<file path="src/swg_consts.svh">
// Constants of the switch output grant and queue control block.
// Assumes inclusion by bare name from the switch end and adapter end files.
`ifndef SWG_CONSTS_SVH
`define SWG_CONSTS_SVH

`define SWG_NPORT     16
`define SWG_PORT_W    4
`define SWG_NADDR     32
`define SWG_AIDX_W    5
`define SWG_CNT_W     5
`define SWG_ROW_W     9
`define SWG_OQ_DEPTH  4
`define SWG_CQ_DEPTH  16
`define SWG_POOL_BASE 9'h002
`define SWG_ROW_ZERO  9'h000
`define SWG_ROW_ONE   9'h001
`define SWG_ROW_HIGH  9'h100
`define SWG_SYNC_W    32

`endif

</file>
<file path="src/swg_pkg.sv">
// Types shared by both ends of the switch output grant link.
// Assumes nothing beyond a SystemVerilog compiler.
package swg_pkg;

   // Kind of packet placed on an output in one slot
   typedef enum logic [1:0] {
      SWG_TX_IDLE = 2'b00,
      SWG_TX_DATA = 2'b01,
      SWG_TX_CTRL = 2'b11
   } swg_kind_t;

   // Configuration of the reserved control packet rows
   typedef struct packed {
      logic       twoRows;
      logic [8:0] rowA;
      logic [8:0] rowB;
   } swg_rows_t;

endpackage

</file>
<file path="src/swg_link_if.sv">
// Link between the switch core and its line adapters.
// Assumes both ends run on the same byte clock; permit and mask are still
// treated by the switch as asynchronous pins.
`timescale 1ns/10ps
interface swg_link_if;
   logic [15:0]       output_send_permit;
   logic [15:0]       queue_accept_mask;
   logic              rxValid;
   logic              rxReady;
   logic [3:0]        rxPort;
   logic              rxCtrl;
   logic              rxColour;
   logic [15:0]       rxBitmap;
   logic              txStart;
   logic [3:0]        txPort;
   swg_pkg::swg_kind_t txKind;
   logic              txColour;
   logic [8:0]        txRowA;
   logic [8:0]        txRowB;
   logic              txTwoRows;
   logic              txCrcEn;

   modport dev (
      input  output_send_permit, queue_accept_mask, rxValid, rxPort, rxCtrl,
      input  rxColour, rxBitmap,
      output rxReady, txStart, txPort, txKind, txColour, txRowA, txRowB,
      output txTwoRows, txCrcEn
   );
   modport adp (
      output output_send_permit, queue_accept_mask, rxValid, rxPort, rxCtrl,
      output rxColour, rxBitmap,
      input  rxReady, txStart, txPort, txKind, txColour, txRowA, txRowB,
      input  txTwoRows, txCrcEn
   );
endinterface

</file>
<file path="src/swg_switch_end.sv">
// Switch end: output queues, address pool, control queue, slot scheduler.
// Assumes the adapter end on the link interface and a local processor on
// the plain user ports; one 100 MHz byte clock, one output served per cycle.
//
// Notes on behaviour
// - Every output sends something in every slot
// - Normal idle when no data or permit low
// - Colour force sends the configured colour
// - Expected colour only if all seen, queue empty
// - Control packets carry grants, no checksum bits
// - Sixteen send permits gate data and control
// - Async permit gives N-1 to N+1 packets
// - Aligned permit gives exactly N packets
// - Accept mask blocks enqueue per output queue
// - Accept mask ANDed with destination bitmap filter
// - Adapters hold mask stable, start together
// - Software disables colour, filter all ones
// - Disabled port queue slowly flushed, permit ignored
// - Pool hands addresses, counts destinations, frees zero
// - Output queue entries carry parity checked on read
// - Counter misuse or parity sets corruption flag
// - Control addresses go to separate queue
// - Control queue holds sixteen, drops when full
// - Accepted control packet sets received flag
// - Receiving input port stored with control packet
// - Reserved rows depend on expansion and size
// - Reserved rows sent on processor command
`timescale 1ns/10ps
`include "swg_consts.svh"

// ****************************************************************
// Parameterised FIFO
// ****************************************************************
module swg_fifo #(
   parameter int W = 8,
   parameter int D = 4
) (
   input  wire logic         ref_clk,
   input  wire logic         rst_b,
   input  wire logic         inValid,
   output logic              inReady,
   input  wire logic [W-1:0] inData,
   output logic              outValid,
   input  wire logic         outReady,
   output logic [W-1:0]      outData
);
   localparam int AW = $clog2(D);
   logic [W-1:0] memQ [D];
   logic [AW-1:0] wrQ;
   logic [AW-1:0] rdQ;
   logic [AW:0]   cntQ;
   logic          push;
   logic          pop;

   assign inReady  = (cntQ != (AW+1)'(D));
   assign outValid = (cntQ != '0);
   assign outData  = memQ[rdQ];
   assign push     = inValid && inReady;
   assign pop      = outValid && outReady;

   // Storage has no reset; only the pointers and the count need a defined value
   always_ff @(posedge ref_clk) begin
      if (push) begin
         memQ[wrQ] <= inData;
      end
   end

   // Pointers wrap naturally since depth is a power of two
   always_ff @(posedge ref_clk or negedge rst_b) begin
      if (!rst_b) begin
         wrQ  <= '0;
         rdQ  <= '0;
         cntQ <= '0;
      end else begin
         if (push) wrQ <= wrQ + 1'b1;
         if (pop) rdQ <= rdQ + 1'b1;
         cntQ <= cntQ + (AW+1)'(push) - (AW+1)'(pop);
      end
   end
endmodule

// ****************************************************************
// Switch end
// ****************************************************************
module swg_switch_end (
   input  wire logic        ref_clk,
   input  wire logic        rst_b,
   swg_link_if.dev          link,
   input  wire logic [15:0] portEnable,
   input  wire logic [15:0] bitmapFilter,
   input  wire logic        colourForce,
   input  wire logic        colourCfg,
   input  wire logic        expectedColour,
   input  wire logic        colourClear,
   input  wire logic        extExpansion,
   input  wire logic        intExpansion,
   input  wire logic        bigPacket,
   input  wire logic        ctrlSendReq,
   input  wire logic [15:0] ctrlSendMask,
   output logic             ctrlSendBusy,
   output logic             cqValid,
   input  wire logic        cqPop,
   output logic [8:0]       cqRow,
   output logic [3:0]       cqPort,
   output logic             addrCorrupt,
   input  wire logic        addrCorruptClr,
   input  wire logic        addrCorruptMask,
   output logic             ctrlRcvd,
   input  wire logic        ctrlRcvdClr,
   input  wire logic        ctrlRcvdMask,
   output logic             mainIrq
);
   localparam int NP = `SWG_NPORT;
   localparam int NA = `SWG_NADDR;
   localparam int AI = `SWG_AIDX_W;

   // Lowest free pool entry, bit AI flags that one was found
   function automatic logic [AI:0] firstFree(input logic [NA-1:0] busy);
      logic [AI:0] r;
      r = '0;
      for (int k = NA - 1; k >= 0; k--) begin
         if (!busy[k]) r = {1'b1, AI'(k)};
      end
      return r;
   endfunction

   // Number of destinations in a bitmap
   function automatic logic [4:0] destCount(input logic [15:0] m);
      logic [4:0] c;
      c = '0;
      for (int k = 0; k < 16; k++) c = c + 5'(m[k]);
      return c;
   endfunction

   // Reserved row set for the current expansion mode and packet size
   function automatic swg_pkg::swg_rows_t resRows(input logic ext, input logic intx,
                                                 input logic big);
      swg_pkg::swg_rows_t r;
      r.rowA    = `SWG_ROW_ZERO;
      r.rowB    = intx ? `SWG_ROW_HIGH : `SWG_ROW_ONE;
      r.twoRows = !ext || big;
      return r;
   endfunction

   // ****************************************************************
   // Pin synchroniser
   // ****************************************************************
   logic [31:0] syn1Q, syn2Q, syn3Q, pinQ;
   logic [15:0] permit;
   logic [15:0] accept;

   // Three stages; a bit moves only once stages two and three agree
   always_ff @(posedge ref_clk or negedge rst_b) begin
      if (!rst_b) begin
         syn1Q <= '0;
         syn2Q <= '0;
         syn3Q <= '0;
         pinQ  <= '0;
      end else begin
         syn1Q <= {link.queue_accept_mask, link.output_send_permit};
         syn2Q <= syn1Q;
         syn3Q <= syn2Q;
         pinQ  <= (syn2Q & ~(syn2Q ^ syn3Q)) | (pinQ & (syn2Q ^ syn3Q));
      end
   end
   assign permit = pinQ[15:0];
   assign accept = pinQ[31:16];

   // ****************************************************************
   // Receive side
   // ****************************************************************
   logic [NA-1:0] busyQ;
   logic [4:0]    occQ [NA];
   logic [AI:0]   freeSel;
   logic [15:0]   mask;
   logic [NP-1:0] oqInReady, oqOutValid, oqOutReady;
   logic [AI:0]   oqOut [NP];
   logic          cqInReady, take, enIn, dataAcc, ctrlAcc, alloc;
   logic [4:0]    allocCnt;
   logic [AI+4-1:0] cqOut;

   assign freeSel = firstFree(busyQ);
   assign mask    = link.rxBitmap & bitmapFilter & accept & portEnable;
   assign enIn    = portEnable[link.rxPort];
   // Back-pressure: data stalls until a pool entry and every target queue have room; control stalls only while the pool is empty and its queue has room
   assign link.rxReady = link.rxCtrl ? (freeSel[AI] || !cqInReady)
                       : ((freeSel[AI] || mask == '0) && &(oqInReady | ~mask));
   assign take     = link.rxValid && link.rxReady;
   assign dataAcc  = take && enIn && !link.rxCtrl && mask != '0;
   assign ctrlAcc  = take && enIn && link.rxCtrl && cqInReady;
   assign alloc    = dataAcc || ctrlAcc;
   assign allocCnt = ctrlAcc ? 5'h01 : destCount(mask);

   // ****************************************************************
   // Queues
   // ****************************************************************
   for (genvar j = 0; j < NP; j++) begin : g_oq
      swg_fifo #(.W(AI + 1), .D(`SWG_OQ_DEPTH)) u_oq (
         .ref_clk  (ref_clk),
         .rst_b    (rst_b),
         .inValid  (dataAcc && mask[j]),
         .inReady  (oqInReady[j]),
         .inData   ({^freeSel[AI-1:0], freeSel[AI-1:0]}),
         .outValid (oqOutValid[j]),
         .outReady (oqOutReady[j]),
         .outData  (oqOut[j])
      );
   end

   // Control queue is separate from the data queues and keeps the input port
   swg_fifo #(.W(AI + 4), .D(`SWG_CQ_DEPTH)) u_cq (
      .ref_clk  (ref_clk),
      .rst_b    (rst_b),
      .inValid  (take && enIn && link.rxCtrl),
      .inReady  (cqInReady),
      .inData   ({link.rxPort, freeSel[AI-1:0]}),
      .outValid (cqValid),
      .outReady (cqPop),
      .outData  (cqOut)
   );
   assign cqPort = cqOut[AI+3:AI];
   assign cqRow  = `SWG_POOL_BASE + {4'h0, cqOut[AI-1:0]};

   // ****************************************************************
   // Slot scheduler
   // ****************************************************************
   logic [3:0]  slotQ;
   logic [15:0] ctrlPendQ;
   logic [15:0] seenQ;
   logic        txPop, sendCtrl, parErr;
   logic [AI:0] head;

   assign head      = oqOut[slotQ];
   assign sendCtrl  = portEnable[slotQ] && permit[slotQ] && ctrlPendQ[slotQ];
   // Disabled ports drain regardless of permit; permit only at slot turn
   assign txPop = oqOutValid[slotQ] && !sendCtrl
               && (!portEnable[slotQ] || permit[slotQ]);
   assign parErr = txPop && ^head;
   for (genvar j = 0; j < NP; j++) begin : g_pop
      assign oqOutReady[j] = txPop && (slotQ == 4'(j));
   end
   assign ctrlSendBusy = |ctrlPendQ;

   // One output per cycle, so every output meets a slot once per transfer unit
   always_ff @(posedge ref_clk or negedge rst_b) begin
      if (!rst_b) begin
         slotQ <= '0;
      end else begin
         slotQ <= slotQ + 1'b1;
      end
   end

   // Pending control transmissions; a new command wins over the clear
   always_ff @(posedge ref_clk or negedge rst_b) begin
      if (!rst_b) begin
         ctrlPendQ <= '0;
      end else begin
         ctrlPendQ <= (ctrlPendQ & ~(16'(sendCtrl) << slotQ))
                    | (ctrlSendReq ? ctrlSendMask : 16'h0000);
      end
   end

   // Colour seen per input since the last clear; arrival wins over clear
   always_ff @(posedge ref_clk or negedge rst_b) begin
      if (!rst_b) begin
         seenQ <= '0;
      end else begin
         seenQ <= (colourClear ? 16'h0000 : seenQ)
                | ((take && link.rxColour == expectedColour) ? (16'h0001 << link.rxPort)
                   : 16'h0000);
      end
   end

   // Slot descriptor; the data outputs all come from flip-flops
   always_ff @(posedge ref_clk or negedge rst_b) begin
      if (!rst_b) begin
         link.txStart   <= 1'b0;
         link.txPort    <= '0;
         link.txKind    <= swg_pkg::SWG_TX_IDLE;
         link.txColour  <= 1'b0;
         link.txRowA    <= '0;
         link.txRowB    <= '0;
         link.txTwoRows <= 1'b0;
         link.txCrcEn   <= 1'b0;
      end else begin
         link.txStart   <= 1'b1;
         link.txPort    <= slotQ;
         link.txTwoRows <= 1'b0;
         link.txCrcEn   <= 1'b0;
         if (sendCtrl) begin
            link.txKind    <= swg_pkg::SWG_TX_CTRL;
            link.txRowA    <= resRows(extExpansion, intExpansion, bigPacket).rowA;
            link.txRowB    <= resRows(extExpansion, intExpansion, bigPacket).rowB;
            link.txTwoRows <= resRows(extExpansion, intExpansion, bigPacket).twoRows;
         end else if (txPop && portEnable[slotQ]) begin
            link.txKind  <= swg_pkg::SWG_TX_DATA;
            link.txRowA  <= `SWG_POOL_BASE + {4'h0, head[AI-1:0]};
            link.txCrcEn <= 1'b1;
         end else begin
            link.txKind   <= swg_pkg::SWG_TX_IDLE;
            link.txColour <= colourForce ? colourCfg
                           : ((&seenQ && !oqOutValid[slotQ]) ? expectedColour
                              : !expectedColour);
         end
      end
   end

   // ****************************************************************
   // Address pool and occupancy counters
   // ****************************************************************
   logic cqTake;
   logic badInit, badFree;
   assign cqTake  = cqValid && cqPop;
   assign badInit = alloc && occQ[freeSel[AI-1:0]] != 5'h00;
   assign badFree = (txPop && occQ[head[AI-1:0]] == 5'h00)
                 || (cqTake && occQ[cqOut[AI-1:0]] == 5'h00);

   // Each transmission takes one off the count; the entry frees at zero
   always_ff @(posedge ref_clk or negedge rst_b) begin
      if (!rst_b) begin
         busyQ <= '0;
         for (int k = 0; k < NA; k++) occQ[k] <= '0;
      end else begin
         for (int k = 0; k < NA; k++) begin
            logic [4:0] dec;
            dec = 5'(txPop && head[AI-1:0] == AI'(k))
                + 5'(cqTake && cqOut[AI-1:0] == AI'(k));
            if (alloc && freeSel[AI-1:0] == AI'(k)) begin
               occQ[k]  <= allocCnt;
               busyQ[k] <= 1'b1;
            end else if (dec != 5'h00 && occQ[k] >= dec) begin
               occQ[k] <= occQ[k] - dec;
               if (occQ[k] == dec) busyQ[k] <= 1'b0;
            end
         end
      end
   end

   // ****************************************************************
   // Event flags
   // ****************************************************************
   // Sticky; a new event in the clearing cycle keeps the flag set
   always_ff @(posedge ref_clk or negedge rst_b) begin
      if (!rst_b) begin
         addrCorrupt <= 1'b0;
         ctrlRcvd    <= 1'b0;
      end else begin
         addrCorrupt <= (addrCorrupt && !addrCorruptClr) || badInit || badFree
                     || parErr;
         ctrlRcvd    <= (ctrlRcvd && !ctrlRcvdClr) || ctrlAcc;
      end
   end
   assign mainIrq = (addrCorrupt && !addrCorruptMask) || (ctrlRcvd && !ctrlRcvdMask);
endmodule

</file>
<file path="src/flat_wrapper.sv">
// flat-port wrapper written by rule: the top's interface ports become plain ports
module swg_switch_end_flat 
  (ref_clk, rst_b, portEnable, bitmapFilter, colourForce, colourCfg, expectedColour, colourClear, extExpansion, intExpansion, bigPacket, ctrlSendReq, ctrlSendMask, ctrlSendBusy, cqValid, cqPop, cqRow, cqPort, addrCorrupt, addrCorruptClr, addrCorruptMask, ctrlRcvd, ctrlRcvdClr, ctrlRcvdMask, mainIrq, link_output_send_permit, link_queue_accept_mask, link_rxValid, link_rxPort, link_rxCtrl, link_rxColour, link_rxBitmap, link_rxReady, link_txStart, link_txPort, link_txKind, link_txColour, link_txRowA, link_txRowB, link_txTwoRows, link_txCrcEn);
  swg_link_if link_i ();
  input  wire logic ref_clk;
  input  wire logic rst_b;
  input  wire logic [15:0] portEnable;
  input  wire logic [15:0] bitmapFilter;
  input  wire logic colourForce;
  input  wire logic colourCfg;
  input  wire logic expectedColour;
  input  wire logic colourClear;
  input  wire logic extExpansion;
  input  wire logic intExpansion;
  input  wire logic bigPacket;
  input  wire logic ctrlSendReq;
  input  wire logic [15:0] ctrlSendMask;
  output logic ctrlSendBusy;
  output logic cqValid;
  input  wire logic cqPop;
  output logic [8:0] cqRow;
  output logic [3:0] cqPort;
  output logic addrCorrupt;
  input  wire logic addrCorruptClr;
  input  wire logic addrCorruptMask;
  output logic ctrlRcvd;
  input  wire logic ctrlRcvdClr;
  input  wire logic ctrlRcvdMask;
  output logic mainIrq;
  input wire logic [$bits(link_i.output_send_permit)-1:0] link_output_send_permit;
  input wire logic [$bits(link_i.queue_accept_mask)-1:0] link_queue_accept_mask;
  input wire logic [$bits(link_i.rxValid)-1:0] link_rxValid;
  input wire logic [$bits(link_i.rxPort)-1:0] link_rxPort;
  input wire logic [$bits(link_i.rxCtrl)-1:0] link_rxCtrl;
  input wire logic [$bits(link_i.rxColour)-1:0] link_rxColour;
  input wire logic [$bits(link_i.rxBitmap)-1:0] link_rxBitmap;
  output wire logic [$bits(link_i.rxReady)-1:0] link_rxReady;
  output wire logic [$bits(link_i.txStart)-1:0] link_txStart;
  output wire logic [$bits(link_i.txPort)-1:0] link_txPort;
  output wire logic [$bits(link_i.txKind)-1:0] link_txKind;
  output wire logic [$bits(link_i.txColour)-1:0] link_txColour;
  output wire logic [$bits(link_i.txRowA)-1:0] link_txRowA;
  output wire logic [$bits(link_i.txRowB)-1:0] link_txRowB;
  output wire logic [$bits(link_i.txTwoRows)-1:0] link_txTwoRows;
  output wire logic [$bits(link_i.txCrcEn)-1:0] link_txCrcEn;
  assign link_i.output_send_permit = link_output_send_permit;
  assign link_i.queue_accept_mask = link_queue_accept_mask;
  assign link_i.rxValid = link_rxValid;
  assign link_i.rxPort = link_rxPort;
  assign link_i.rxCtrl = link_rxCtrl;
  assign link_i.rxColour = link_rxColour;
  assign link_i.rxBitmap = link_rxBitmap;
  assign link_rxReady = link_i.rxReady;
  assign link_txStart = link_i.txStart;
  assign link_txPort = link_i.txPort;
  assign link_txKind = link_i.txKind;
  assign link_txColour = link_i.txColour;
  assign link_txRowA = link_i.txRowA;
  assign link_txRowB = link_i.txRowB;
  assign link_txTwoRows = link_i.txTwoRows;
  assign link_txCrcEn = link_i.txCrcEn;
  swg_switch_end u_core (.ref_clk(ref_clk), .rst_b(rst_b), .link(link_i), .portEnable(portEnable), .bitmapFilter(bitmapFilter), .colourForce(colourForce), .colourCfg(colourCfg), .expectedColour(expectedColour), .colourClear(colourClear), .extExpansion(extExpansion), .intExpansion(intExpansion), .bigPacket(bigPacket), .ctrlSendReq(ctrlSendReq), .ctrlSendMask(ctrlSendMask), .ctrlSendBusy(ctrlSendBusy), .cqValid(cqValid), .cqPop(cqPop), .cqRow(cqRow), .cqPort(cqPort), .addrCorrupt(addrCorrupt), .addrCorruptClr(addrCorruptClr), .addrCorruptMask(addrCorruptMask), .ctrlRcvd(ctrlRcvd), .ctrlRcvdClr(ctrlRcvdClr), .ctrlRcvdMask(ctrlRcvdMask), .mainIrq(mainIrq));
endmodule
</file>
<file path="config.mk">
export PLATFORM = sky130hd
export DESIGN_NAME = swg_switch_end_flat
export DESIGN_NICKNAME = d
export VERILOG_FILES = /design/src/swg_pkg.sv /design/src/swg_link_if.sv /design/src/swg_switch_end.sv /design/src/flat_wrapper.sv
export VERILOG_INCLUDE_DIRS = /design/src
export SDC_FILE = /design/constraint.sdc
export NUM_CORES = 2
export LEC_CHECK = 0
export BUFFER_PORTS_ARGS = -buffer_cell sky130_fd_sc_hd__buf_2
export CAP_MARGIN = 25
export CORE_MARGIN = 2
export CORE_UTILIZATION = 50
export CTS_CLUSTER_DIAMETER = 50
export DETAILED_ROUTE_END_ITERATION = 10
export PLACE_DENSITY_LB_ADDON = 0.05
export SYNTH_ARGS = -nofsm -noshare
export SYNTH_HDL_FRONTEND = slang
export SYNTH_SLANG_ARGS = --single-unit
export TNS_END_PERCENT = 1
</file>
<file path="constraint.sdc">
create_clock -name ref_clk -period 7.69 [get_ports ref_clk]
set_input_delay 1.9225 -clock ref_clk [delete_from_list [all_inputs] [get_ports ref_clk]]
set_output_delay 1.9225 -clock ref_clk [all_outputs]
set_load 0.1 [all_outputs]
</file>
==> impl_metrics.csv <==
group,metric,value,unit
worst_setup_path,cp_slowest_cell,"nor4_1",
worst_setup_path,worstSetupStartpointType,"input port",
cts,clock_sinks,1029,
pwr,comb_power_share,30.9,%
floorplanning,die_area,103000,um2
worst_setup_path,cpLargestDelayFamily,"simple AND/OR/NAND/NOR gates",
pwr,power_density,354,nW/um2
cts,htreeDepth,4,
worst_setup_path,path_common_cell,"buf_2",
final_layout,area.growth.synth_to_final,12.8,%
global_route,grt-ovfl-total,0,
cts,numCtsBuffers,132,
pwr,vdd_ir_drop_max,437,uV
timing,timing.final.hold_violations,0,
global_route,grtUsageTotal,26.3,%
global_route,grt_pass1_wl,201000,um
cts,cts_tree,"yes",
worst_setup_path,required,5.77,ns
final_layout,antenna_cells,0,
worst_setup_path,critPathMaxStageDelay,0.87,ns
timing,period_needed,6.37,ns
pwr,power_leakage,23.5,nW
logic_synthesis,async_flop_share,48.7,%
timing,drv_slew,0,
pwr,power,20.0,mW
timing,grt_setup_unrepaired,"false",
cts,cts-root-buf,"clkbuf_16",
placement,dpl.cell_count,5277,
pwr,p_seq_share,38.5,%
cts,postCtsSetupBuffers,0,
worst_hold_path,hold_start,"u_core.syn1Q[14]",
floorplanning,start_util,50.2,%
routing,drt-wirelength-per-cell,23.9,um
final_layout,utilization,56.7,%
cts,ctsHoldBuffers,0,
floorplanning,die_h,321,um
final_layout,drive_above_1_share,14.5,%
logic_synthesis,ys_types,92,
pwr,p_switching,7.33,mW
worst_setup_path,crit_type,"input port to primary output",
worst_setup_path,setup.worst_path.start,"link_rxBitmap[7]",
worst_setup_path,arrival,4.45,ns
logic_synthesis,synth_area,50100,um2
cts,clk_latency,0.74,ns
worst_hold_path,hold_class,"register to register",
timing,slew_headroom,30.4,%
job,max-cap-violations,0,
pwr,switching_share,36.7,%
routing,remaining_drc_errors,0,
final_layout,final_common_cell,"edfxtp_1",
final_layout,final_nets,4559,
placement,gp_congestion,0.913,
routing,drt_pass1_iterations,7,
floorplanning,core.rowCount,116,
worst_setup_path,crit_fanout,4,
global_route,grt_start_max_net_pins,133,
timing,worst_pin_slew,1.04,ns
logic_synthesis,synth_edf_count,528,
pwr,intPower,12.7,mW
placement,dp.final_hpwl,91200,um
placement,portBuffers,151,
timing,clock_skew,0.0250,ns
floorplanning,core-area,99700,um2
pwr,p_clk_share,30.6,%
outcome,outcome,"complete, no violations",
worst_setup_path,end_kind,"primary output",
logic_synthesis,ys_seq_area_share,56.7,%
routing,viasPerCell,5.71,
timing,finalCritPeriodShare,82.8,%
logic_synthesis,synth_cells,3937,
global_route,grt_pass1_vias,31733,
routing,ant_nets,0,
floorplanning,io_pins,165,
timing,setup_violations,0,
routing,postRouteWirelength,132000,um
worst_setup_path,path_buf_inv,2,
worst_setup_path,r2r-start,"u_core.slotQ[0]",
logic_synthesis,ys.warnings.count,0,
global_route,antenna_found_initial,1,
floorplanning,die_x,321,um
final_layout,final_cell_mix,"edfxtp_1 (528), dfrtp_1 (499), nand2_1 (414), inv_1 (363), ha_1 (264)",
logic_synthesis,ys_ff_latch,1029,
timing,tns,0,ns
final_layout,finalNonFillerCells,5523,
final_layout,nFillCells,8239,
timing,clock.fmax,0.157,GHz
cts,clk_pin_slew,0.06,ns
routing,via_count,31527,
cts,clock_path_buffers,3,
logic_synthesis,syn_area_per_cell,12.7,um2
routing,drtIter0Drc,2688,
logic_synthesis,synthFlopType,"edfxtp_1",
worst_setup_path,path_cells,"buf_2 > nand4_1 > o22ai_1 > nor4_1 > nand2_1 > nor2_1 > o22a_1 > buf_2",
cts,cts.repair.resized,0,
-- through the flow --
step	setup slack [ns]	hold slack, ns	area, um2
2_1_floorplan	1.43	0.331	50100
3_3_place_gp	1.03	0.332	52100
3_5_place_dp	0.899	0.335	52100
4_1_cts	1.34	0.336	56500
5_1_grt	1.14	0.344	56500
6_report	1.32	0.341	56500
-- layout make-up --
class / instances / area (um2) / share of cell area [%]
multi-input cells: 2379 / 19500 / 34.5
repair buffers: 209 / 1280 / 2.26
well taps: 1298 / 1620 / 2.87
clock buffers: 172 / 3640 / 6.44
flip-flops and latches: 1029 / 28400 / 50.2
inverters: 367 / 1380 / 2.44
clock inverters: 69 / 721 / 1.28
-- cells by family after synthesis --
| family | count (synthesis) | synth area share (%) |
|---|---|---|
| fa+ha+maj | 355 | 9.59 |
| simple gates | 1054 | 9.81 |
| other cells | 2 | 0.0150 |
| buf+inv | 541 | 4.65 |
| flops | 1029 | 56.7 |
| xor+xnor | 200 | 3.50 |
| compound gates | 499 | 6.35 |
| mux | 257 | 9.41 |
-- flip-flops by register name, summed over array words and instances, names as in the netlist, 48 cells and up, named ones only --
signal,count
u_core.g_oq.u_oq.cntQ,48
u_core.g_oq.u_oq.memQ,384
u_core.u_cq.memQ,144
u_core.occQ,160
-- worst paths after layout --
| path | slack [ns] | end | cells after the start |
|---|---|---|---|
| max in group asynchronous | 5.30 | u_core.slotQ[0] | 2 |
| hold / removal | 0.34 | u_core.syn2Q[14] | 0 |
| setup reg to reg | 1.45 | u_core.occQ[9] | 23 |
| hold reg to reg | 0.34 | u_core.syn2Q[14] | 0 |
| min in group asynchronous | 1.21 | u_core.seenQ[2] | 1 |
| setup / recovery | 1.32 | link_rxReady | 8 |
-- synth_stat cells, types with 23 or more instances --
cell / instances / area, um2
a31oi_1: 33 / 206
a211oi_1: 34 / 255
fa_1: 59 / 1180
mux2i_1: 86 / 861
o21ai_0: 145 / 726
xor2_1: 58 / 508
buf_2: 26 / 130
nor3_1: 84 / 420
clkbuf_1: 84 / 315
dfrtp_1: 501 / 12500
xnor2_1: 142 / 1240
inv_1: 365 / 1370
nor2_1: 215 / 807
nand2_1: 416 / 1560
nand4_1: 36 / 225
and2_1: 47 / 294
edfxtp_1: 528 / 15900
maj3_1: 32 / 320
ha_1: 264 / 3300
o22ai_1: 32 / 200
nand3_1: 84 / 420
a22o_1: 23 / 201
and3_1: 70 / 438
mux4_2: 158 / 3560
o211ai_1: 38 / 285
a21oi_1: 99 / 495
-- power by group through the flow --
stage / clock network, mW / logic (mW) / registers, mW
floorplan: 0 / 4.36 / 7.56
global placement: 0 / 6.09 / 7.79
detailed placement: 0 / 6.15 / 7.80
CTS: 6.22 / 6.18 / 7.70
global route: 6.49 / 6.67 / 7.80
finish: 6.11 / 6.18 / 7.70
-- layer usage --
metal / vias up / share of wire (%) / global-route usage, %
li1: 14422 / - / -
met1: 16005 / 44 / 36.5
met2: 898 / 49 / 43.2
met3: 202 / 4.8 / 3.60
met4: 0 / 2.8 / 8.26
met5: - / 0 / 0
(Power assumes the default switching activity.)
